File: src/hw/eth_ctl_pkg.sv
// constants, register map and types for the mac control block
// assumes a single 40 MHz core clock and an apb register bus
package eth_ctl_pkg;

  // ----------------------------------------------------------------
  // bus and register map
  // ----------------------------------------------------------------
  localparam int ADDR_W = 8;
  localparam int DATA_W = 32;
  localparam logic [ADDR_W-1:0] NET_CTRL_OFS = 8'h00;
  localparam logic [ADDR_W-1:0] RXQ_PTR_OFS = 8'h04;
  localparam logic [ADDR_W-1:0] STATS_BASE_OFS = 8'h10;
  localparam int WORD_LSB = 2;

  // ----------------------------------------------------------------
  // network control fields
  // ----------------------------------------------------------------
  localparam int CTRL_W = 11;
  localparam int PHY_LOOPBACK_BIT = 0;
  localparam int INTERNAL_LOOPBACK_BIT = 1;
  localparam int RX_ENABLE_BIT = 2;
  localparam int TX_ENABLE_BIT = 3;
  localparam int MGMT_PORT_ENABLE_BIT = 4;
  localparam int STATS_CLEAR_BIT = 5;
  localparam int STATS_INCREMENT_BIT = 6;
  localparam int STATS_WRITE_UNLOCK_BIT = 7;
  localparam int FORCE_COLLISION_BIT = 8;
  localparam int TX_GO_BIT = 9;
  localparam int TX_STOP_BIT = 10;
  // write-only strobes are not stored
  localparam logic [CTRL_W-1:0] CTRL_STORE_MASK = 11'h19f;
  localparam logic [CTRL_W-1:0] CTRL_RESET = 11'h000;

  // ----------------------------------------------------------------
  // receive queue pointer
  // ----------------------------------------------------------------
  localparam int RXQ_WRAP_COUNT = 1024;
  localparam int RXQ_IDX_W = 10;
  localparam int DESC_STRIDE_LSB = 3;
  localparam logic [DATA_W-1:0] RXQ_RESET = 32'h0000_0000;

  // ----------------------------------------------------------------
  // loopback clocking and statistics
  // ----------------------------------------------------------------
  localparam int LOOP_CLK_DIV = 4;
  localparam int LOOP_DIV_W = 2;
  localparam int N_STATS_DEFAULT = 4;
  localparam int STAT_W_DEFAULT = 16;
  localparam int NIBBLE_W = 4;

  typedef enum logic [1:0] {TX_IDLE, TX_RUN, TX_HALTING} tx_state_e;

endpackage

File: src/hw/stats_if.sv
// carrier between the control block and its statistics bank
// assumes both ends run on the same core clock
interface stats_if #(
  parameter int N_STATS = eth_ctl_pkg::N_STATS_DEFAULT,
  parameter int STAT_W = eth_ctl_pkg::STAT_W_DEFAULT
);
  logic clear;
  logic increment;
  logic wrEn;
  logic [eth_ctl_pkg::ADDR_W-1:0] idx;
  logic [STAT_W-1:0] wrData;
  logic [STAT_W-1:0] rdData;

  modport ctrl (output clear, output increment, output wrEn, output idx, output wrData,
                input rdData);
  modport bank (input clear, input increment, input wrEn, input idx, input wrData,
                output rdData);
endinterface

File: src/hw/stats_bank.sv
// bank of statistics counters with test clear, increment and write
// assumes strobes on the carrier are single-cycle and synchronous
module stats_bank #(
  parameter int N_STATS = eth_ctl_pkg::N_STATS_DEFAULT,
  parameter int STAT_W = eth_ctl_pkg::STAT_W_DEFAULT
) (
  input wire logic core_clk,
  input wire logic rst_b,
  input wire logic [N_STATS-1:0] statEvent,
  stats_if.bank sb
);
  import eth_ctl_pkg::*;

  if (N_STATS < 1 || N_STATS > 48 || STAT_W < 1 || STAT_W > DATA_W) begin : g_chk
    $error("stats_bank: unsupported counter count or width");
  end

  typedef struct packed {
    logic [N_STATS-1:0][STAT_W-1:0] cnt;
  } bank_s;

  bank_s q;
  bank_s d;

  // ----------------------------------------------------------------
  // counter update
  // ----------------------------------------------------------------
  always_comb begin
    d = q;
    for (int i = 0; i < N_STATS; i++) begin
      // clear all counters; event in same cycle still counts
      if (sb.clear) begin
        d.cnt[i] = STAT_W'(statEvent[i]);
      end else begin
        d.cnt[i] = q.cnt[i] + STAT_W'(statEvent[i]);
      end
      if (sb.increment) begin
        d.cnt[i] = d.cnt[i] + STAT_W'(1);
      end
      if (sb.wrEn && sb.idx == ADDR_W'(i)) begin
        d.cnt[i] = sb.wrData;
      end
    end
  end

  always_ff @(posedge core_clk) begin
    if (!rst_b) begin
      q <= '0;
    end else begin
      q <= d;
    end
  end

  always_comb begin
    sb.rdData = '0;
    for (int i = 0; i < N_STATS; i++) begin
      if (sb.idx == ADDR_W'(i)) begin
        sb.rdData = q.cnt[i];
      end
    end
  end

endmodule // stats_bank

File: src/hw/eth_mac_control.sv
// network control and receive queue pointer of an ethernet mac, apb slave
// assumes mii-style nibble paths, synchronous inputs and one 40 MHz clock
module eth_mac_control #(
  parameter int N_STATS = eth_ctl_pkg::N_STATS_DEFAULT,
  parameter int STAT_W = eth_ctl_pkg::STAT_W_DEFAULT
) (
  input wire logic core_clk,
  input wire logic rst_b,
  // apb slave
  input wire logic psel,
  input wire logic penable,
  input wire logic pwrite,
  input wire logic [eth_ctl_pkg::ADDR_W-1:0] paddr,
  input wire logic [eth_ctl_pkg::DATA_W-1:0] pwdata,
  output logic [eth_ctl_pkg::DATA_W-1:0] prdata,
  output logic pready,
  output logic pslverr,
  // mac core side
  input wire logic [eth_ctl_pkg::NIBBLE_W-1:0] macTxd,
  input wire logic macTxEn,
  input wire logic txFrameActive,
  input wire logic rxBufferUsed,
  input wire logic rxDescWrap,
  input wire logic fullDuplexCfg,
  input wire logic [N_STATS-1:0] statEvent,
  output logic [eth_ctl_pkg::NIBBLE_W-1:0] macRxd,
  output logic macRxDv,
  output logic rxEnable,
  output logic rxFifoFlush,
  output logic txFifoFlush,
  output logic txQueueRestart,
  output logic txRun,
  output logic fullDuplex,
  output logic loopClkEn,
  // phy side
  input wire logic [eth_ctl_pkg::NIBBLE_W-1:0] phyRxd,
  input wire logic phyRxDv,
  output logic [eth_ctl_pkg::NIBBLE_W-1:0] phyTxd,
  output logic phyTxEn,
  output logic phyLoopback,
  output logic forceCollision,
  // management port
  input wire logic mgmtMdc,
  input wire logic mgmtMdioOut,
  input wire logic mgmtMdioOe_b,
  output logic mdc,
  output logic mdioOut,
  output logic mdioOe_b
);
  import eth_ctl_pkg::*;

  if (N_STATS < 1 || N_STATS > 48 || STAT_W < 1 || STAT_W > DATA_W) begin : g_chk
    $error("eth_mac_control: unsupported statistics configuration");
  end

  // ----------------------------------------------------------------
  // state
  // ----------------------------------------------------------------
  typedef struct packed {
    logic [CTRL_W-1:0] ctrl;
    logic [DATA_W-1:0] rxqBase;
    logic [RXQ_IDX_W-1:0] rxqIdx;
    tx_state_e txState;
    logic [LOOP_DIV_W-1:0] divCnt;
    logic pready;
    logic pslverr;
    logic [DATA_W-1:0] prdata;
    logic [NIBBLE_W-1:0] rxd;
    logic rxDv;
    logic rxFlush;
    logic txFlush;
    logic txRestart;
    logic txRun;
    logic fullDuplex;
    logic loopClkEn;
    logic [NIBBLE_W-1:0] phyTxd;
    logic phyTxEn;
    logic forceCollision;
    logic mdc;
    logic mdioOut;
    logic mdioOe_b;
  } ctl_s;

  ctl_s q;
  ctl_s d;

  logic access;
  logic wrCommit;
  logic hitCtrl;
  logic hitRxq;
  logic hitStats;
  logic [ADDR_W-1:0] statIdx;
  logic [DATA_W-1:0] rdVal;
  logic [DATA_W-1:0] rxqCur;
  logic [CTRL_W-1:0] wrCtrl;

  stats_if #(.N_STATS(N_STATS), .STAT_W(STAT_W)) sbus ();

  stats_bank #(.N_STATS(N_STATS), .STAT_W(STAT_W)) u_stats (
    .core_clk(core_clk),
    .rst_b(rst_b),
    .statEvent(statEvent),
    .sb(sbus.bank)
  );

  // ----------------------------------------------------------------
  // address decode and read mux
  // ----------------------------------------------------------------
  assign access = psel && penable;
  assign wrCommit = access && q.pready && pwrite;
  assign hitCtrl = (paddr == NET_CTRL_OFS);
  assign hitRxq = (paddr == RXQ_PTR_OFS);
  assign statIdx = ADDR_W'((paddr - STATS_BASE_OFS) >> WORD_LSB);
  assign hitStats = (paddr >= STATS_BASE_OFS) && (paddr[WORD_LSB-1:0] == '0)
                    && (statIdx < ADDR_W'(N_STATS));
  assign wrCtrl = pwdata[CTRL_W-1:0];

  // current descriptor is list start plus buffers consumed
  assign rxqCur = q.rxqBase + DATA_W'({q.rxqIdx, {DESC_STRIDE_LSB{1'b0}}});

  always_comb begin
    rdVal = '0;
    if (hitCtrl) begin
      rdVal = DATA_W'(q.ctrl);
    end else if (hitRxq) begin
      rdVal = {rxqCur[DATA_W-1:WORD_LSB], {WORD_LSB{1'b0}}};
    end else if (hitStats) begin
      rdVal = DATA_W'(sbus.rdData);
    end
  end

  // ----------------------------------------------------------------
  // statistics strobes
  // ----------------------------------------------------------------
  always_comb begin
    sbus.idx = statIdx;
    sbus.wrData = pwdata[STAT_W-1:0];
    sbus.clear = wrCommit && hitCtrl && wrCtrl[STATS_CLEAR_BIT];
    sbus.increment = wrCommit && hitCtrl && wrCtrl[STATS_INCREMENT_BIT];
    sbus.wrEn = wrCommit && hitStats && q.ctrl[STATS_WRITE_UNLOCK_BIT];
  end

  // ----------------------------------------------------------------
  // next state
  // ----------------------------------------------------------------
  always_comb begin
    d = q;
    d.pready = 1'b0;
    d.pslverr = 1'b0;
    d.rxFlush = 1'b0;
    d.txFlush = 1'b0;
    d.txRestart = 1'b0;

    // one wait state, then answer
    if (access && !q.pready) begin
      d.pready = 1'b1;
      d.pslverr = !(hitCtrl || hitRxq || hitStats);
      d.prdata = pwrite ? '0 : rdVal;
    end

    if (wrCommit && hitCtrl) begin
      d.ctrl = wrCtrl & CTRL_STORE_MASK;
      // falling rx enable flushes rx fifo only
      if (q.ctrl[RX_ENABLE_BIT] && !wrCtrl[RX_ENABLE_BIT]) begin
        d.rxFlush = 1'b1;
      end
      // falling tx enable flushes and restarts tx queue
      if (q.ctrl[TX_ENABLE_BIT] && !wrCtrl[TX_ENABLE_BIT]) begin
        d.txFlush = 1'b1;
        d.txRestart = 1'b1;
      end
    end

    // receive queue pointer
    if (wrCommit && hitRxq) begin
      // low two bits ignored on write
      d.rxqBase = {pwdata[DATA_W-1:WORD_LSB], {WORD_LSB{1'b0}}};
      d.rxqIdx = '0;
    end else if (rxBufferUsed) begin
      // wrap after 1024 buffers or on wrap bit
      if (rxDescWrap || q.rxqIdx == RXQ_IDX_W'(RXQ_WRAP_COUNT - 1)) begin
        d.rxqIdx = '0;
      end else begin
        d.rxqIdx = q.rxqIdx + RXQ_IDX_W'(1);
      end
    end

    // transmit control
    case (q.txState)
      TX_IDLE: begin
        if (wrCommit && hitCtrl && wrCtrl[TX_GO_BIT] && d.ctrl[TX_ENABLE_BIT]) begin
          d.txState = TX_RUN;
        end
      end
      TX_RUN: begin
        if (wrCommit && hitCtrl && wrCtrl[TX_STOP_BIT]) begin
          d.txState = txFrameActive ? TX_HALTING : TX_IDLE;
        end
      end
      TX_HALTING: begin
        if (!txFrameActive) begin
          d.txState = TX_IDLE;
        end
      end
      default: begin
        d.txState = TX_IDLE;
      end
    endcase
    if (!d.ctrl[TX_ENABLE_BIT]) begin
      d.txState = TX_IDLE;
    end
    d.txRun = (d.txState != TX_IDLE);

    // loopback clock enable at core clock over four
    if (q.ctrl[INTERNAL_LOOPBACK_BIT]) begin
      d.divCnt = q.divCnt + LOOP_DIV_W'(1);
      d.loopClkEn = (q.divCnt == LOOP_DIV_W'(LOOP_CLK_DIV - 1));
    end else begin
      d.divCnt = '0;
      d.loopClkEn = 1'b0;
    end

    // tx wrapped to rx, full duplex forced
    if (q.ctrl[INTERNAL_LOOPBACK_BIT]) begin
      d.rxd = macTxd;
      d.rxDv = macTxEn;
      d.fullDuplex = 1'b1;
      d.phyTxEn = 1'b0;
    end else begin
      d.rxd = phyRxd;
      d.rxDv = phyRxDv;
      d.fullDuplex = fullDuplexCfg;
      d.phyTxEn = macTxEn && q.ctrl[TX_ENABLE_BIT];
    end
    d.phyTxd = macTxd;
    // reception stops at once when disabled
    d.rxDv = d.rxDv && q.ctrl[RX_ENABLE_BIT];

    // back pressure jams in half duplex
    d.forceCollision = q.ctrl[FORCE_COLLISION_BIT] && !d.fullDuplex && phyRxDv
                       && q.ctrl[RX_ENABLE_BIT];

    if (q.ctrl[MGMT_PORT_ENABLE_BIT]) begin
      d.mdc = mgmtMdc;
      d.mdioOut = mgmtMdioOut;
      d.mdioOe_b = mgmtMdioOe_b;
    end else begin
      d.mdc = 1'b0;
      d.mdioOut = 1'b0;
      d.mdioOe_b = 1'b1;
    end
  end

  // ----------------------------------------------------------------
  // registers
  // ----------------------------------------------------------------
  always_ff @(posedge core_clk) begin
    if (!rst_b) begin
      q <= '0;
      q.ctrl <= CTRL_RESET;
      q.rxqBase <= RXQ_RESET;
      q.txState <= TX_IDLE;
      q.mdioOe_b <= 1'b1;
    end else begin
      q <= d;
    end
  end

  // ----------------------------------------------------------------
  // outputs
  // ----------------------------------------------------------------
  assign prdata = q.prdata;
  assign pready = q.pready;
  assign pslverr = q.pslverr;
  assign macRxd = q.rxd;
  assign macRxDv = q.rxDv;
  // receive enable to the mac core
  assign rxEnable = q.ctrl[RX_ENABLE_BIT];
  assign rxFifoFlush = q.rxFlush;
  assign txFifoFlush = q.txFlush;
  assign txQueueRestart = q.txRestart;
  assign txRun = q.txRun;
  assign fullDuplex = q.fullDuplex;
  assign loopClkEn = q.loopClkEn;
  assign phyTxd = q.phyTxd;
  assign phyTxEn = q.phyTxEn;
  assign phyLoopback = q.ctrl[PHY_LOOPBACK_BIT];
  assign forceCollision = q.forceCollision;
  assign mdc = q.mdc;
  assign mdioOut = q.mdioOut;
  assign mdioOe_b = q.mdioOe_b;

endmodule // eth_mac_control

File: config.mk
export PLATFORM = sky130hd
export DESIGN_NAME = eth_mac_control
export DESIGN_NICKNAME = d
export VERILOG_FILES = /design/src/hw/eth_ctl_pkg.sv /design/src/hw/stats_if.sv /design/src/hw/stats_bank.sv /design/src/hw/eth_mac_control.sv
export SDC_FILE = /design/constraint.sdc
export NUM_CORES = 1
export LEC_CHECK = 0
export BUFFER_PORTS_ARGS = -buffer_cell sky130_fd_sc_hd__buf_2
export CORE_ASPECT_RATIO = 0.6
export CORE_MARGIN = 2
export CORE_UTILIZATION = 40
export CTS_BUF_LIST = sky130_fd_sc_hd__clkbuf_8
export CTS_CLUSTER_SIZE = 28
export DETAILED_ROUTE_END_ITERATION = 16
export GPL_TIMING_DRIVEN = 0
export PLACE_DENSITY = 0.7
export SLEW_MARGIN = 40
export SYNTH_ARGS = -nofsm -noshare
export SYNTH_HDL_FRONTEND = slang
export SYNTH_SLANG_ARGS = --single-unit
File: constraint.sdc
create_clock -name core_clk -period 3.3 [get_ports core_clk]
set_input_delay 0.825 -clock core_clk [delete_from_list [all_inputs] [get_ports core_clk]]
set_output_delay 0.825 -clock core_clk [all_outputs]
set_load 0.01 [all_outputs]
==> metrics.md <==
| Metric | Value |
|---|---|
| Outcome | finished clean |
| Synth Register Bits | 168 |
| Final setup viols | 0 |
| Crit path DAT | 3640 ps |
| Synth top area cells | dfxtp_1, nand2_1, xnor2_1 |
| Std cell rows | 46 |
| First-pass detailed-route iteration total | 6 |
| CP max FO | 10 |
| Delay-heaviest family, CP | simple AND/OR/NAND/NOR gates |
| Full die area | 28600 sq um |
| Part of the Yosys area used for sequential elements | 30.9% |
| LEAKAGE | 4.59 nW |
| Hold Path Class | reg2reg |
| Die width | 217 um |
| Post-DR wirelength/cell | 21.8 um |
| Place WS | -1170 ps |
| GPL Wtd Cong | 1.03 |
| Synth top cells by count | nand2_1, dfxtp_1, nor2_1 |
| Total gr overflow | 0 |
| Synth Net Count | 1497 |
| RR Startpoint | u_stats.q[48] |
| Core area | 26600 sq um |
| Final period util | 99.2% |
| Final min period | 3270 ps |
| Multi-input combinational cell area | 6890 sq um |
| Largest net degree at the start of global routing | 17 |
| Hold path depth | 1 |
| Mean post-synth cell area | 7.74 sq um |
| Slowest-stage cell, CP | nor4_4 |
| Maxcap violations | 0 |
| DRC | 0 |
| Worst-Skew Late Latency | 510 ps |
| Worst setup margin | 27.3 ps |
| Top cell type's share of synthesized area | 30.9% |
| Least-Margin Pin Slew | 903 ps |
| Nets | 1644 |
| Io pins | 122 |
| Final Instance Count excl. Fillers | 1927 |
| Top_reg_cell synth | dfxtp_1 |
| Overall power | 4.07 mW |
| Worst VDD drop | 0.221 mV |
| Crit end category | register |
| Fin area | 12500 sq um |
| Yosys warns | 0 |
| Worst-case reg-to-reg path depth | 10 |
| CTS tree | yes |
| EDFF count, synth | 0 |
| Vias in the first global route | 10300 |
| Initial antenna violation count | 3 |
| Fill count | 2697 |
| Max Clk Rate | 306 MHz |
| Initial core utilization | 40.9% |
| First-pass GRT wire length | 62200 um |
| CTS Buffer Depth | 2 |
| Die Ht | 132 um |
| Yosys cell types | 82 |
| DRT iter0 DRCs | 1272 |
| Crit path kind | in2reg |
| Detailed-placement wirelength estimate | 32600 um |
| Worst-path cell chain | buf_2 -> or3_4 -> nor4_4 -> and2_1 -> buf_2 -> buf_2 -> nor2_1 -> xnor2_1 -> a21oi_1 |
| Root buffer cell | clkbuf_8 |
| Hold endpoint | q[54] |
| Sequential standard cell area | 3360 sq um |
| Via count | 11600 |
| Post-DRT Antenna Nets | 0 |
| Critical Path Max Stage Delay | 530 ps |
| Post-Syn Area | 10900 sq um |
| H-tree Lvls | 4 |
| Final Hold Viols | 0 |
| Clk sink count | 168 |
| Via density | 6.00 |
| Placed cells | 1885 |
| End of the worst register-to-register path | u_stats.q[55] |
| Buf+Inv Stages, Crit Path | 3 |
| CTS Buf Count | 17 |
| Most frequent CP cell | buf_2 |
| Share of cells above drive strength 1 | 17.0% |
| I/O Buffers | 117 |
| Max-slew headroom | 39.8% |
| Clock skew | 22.0 ps |
| Final Max Slew Viols | 0 |
| Synthesized instance count | 1406 |
| Most frequent cell after synthesis | nand2_1 |
| Post-DP Area | 12000 sq um |
| All-Layer GR Usage | 28.9% |
| Area grow syn2layout | 15.1% |
| CP startpoint kind | primary input |
| Required @ worst endpoint | 3660 ps |
| PD cells | 325 nW/um^2 |
| Area leader, netlist | dfxtp_1 |
| Clk slew on worst S/H paths | 90 ps |
| Min-delay src | q[54] |
| Internal reg-to-reg setup slack | 130 ps |
| Final TNS setup | 0 ps |
| Asr flop ratio synth | 0% |
| Total Routed Length | 42100 um |
metal layers:
metal  GRT usage [%]  up-vias  wire length [um]
met5            2.00        -                55
met4            8.33        2               970
met3            11.3       83              5820
met2            38.1      725             16200
met1            42.4     5484             19000
li1                -     5262                 -
kinds of logic after synthesis:
group,Yosys count,synth area share [%]
compound gates,279,16.2
xor+xnor,133,10.7
fa+ha+maj,25,2.94
buf+inv,148,6.65
flops,168,30.9
mux,35,4.22
simple gates,618,28.3
worst register-to-register path, stage by stage (launching register included):
cell	delay, ps
dfxtp_1	450
ha_1	220
ha_1	150
clkbuf_1	350
nand3_1	300
or2_2	390
xor2_1	350
nor4_4	100
nor3_1	190
a21oi_1	60
a211oi_1	460
flip-flops by register name, summed over array words and instances, names as in the netlist, 4 cells and up:
signal	count
u_stats.q	64
q	49
prdata	32
macRxd	4
phyTxd	4
worst max path at each step:
stage / from / endpoint / slack [ps] / cells past startpoint
floorplan: pwdata[5] / u_stats.q[14] / 80 / 11
global placement: paddr[5] / u_stats.q[12] / -1140 / 11
detailed placement: paddr[5] / u_stats.q[14] / -1170 / 11
CTS: pwdata[5] / u_stats.q[60] / 70 / 11
global route: pwrite / u_stats.q[24] / -40 / 14
finish: paddr[5] / u_stats.q[59] / 30 / 9
power by group:
part	leakage (nW)	internal, mW	switching (mW)
combinational	3.03	0.124	0.248
clock	0.208	0.803	0.825
sequential	1.36	2.04	0.0215
cell type report:
| class | instances | share of cell area (%) |
|---|---|---|
| tap | 360 | 3.60 |
| inverter | 20 | 0.600 |
| buffer | 128 | 5.23 |
| clock inverter | 12 | 1.18 |
| timing repair buffer | 128 | 5.30 |
| clock buffer | 20 | 2.20 |
| antenna | 1 | 0.0200 |
| sequential | 168 | 26.9 |
| multi-input combinational | 1090 | 55.0 |
timing repair:
action                     4_1_cts  5_1_grt
setup endpoints to repair       35       32
setup buffers                    5        4
hold buffers                     0        0
cloned                           0        0
pin swaps                        2        2
gates resized for setup          3       15
per-stage QoR:
step	util [%]	hold WS (ps)
3_5_place_dp	44.9	414
5_1_grt	47.1	447
6_report	47.1	427
4_1_cts	46.7	429
3_3_place_gp	44.8	410
2_1_floorplan	-	397
cell usage in the layout, fill, tap and decap left out, types with 21 or more instances in the layout:
| cell type | instances |
|---|---|
| a21oi_1 | 77 |
| and2_1 | 21 |
| buf_2 | 128 |
| buf_4 | 50 |
| clkbuf_1 | 69 |
| dfxtp_1 | 168 |
| ha_1 | 24 |
| nand2_1 | 202 |
| nand3_1 | 70 |
| nand4_1 | 38 |
| nor2_1 | 124 |
| nor3_1 | 36 |
| nor4_1 | 22 |
| o21ai_0 | 65 |
| o22ai_1 | 21 |
| xnor2_1 | 86 |
| xor2_1 | 47 |
(Power assumes the default switching activity.)
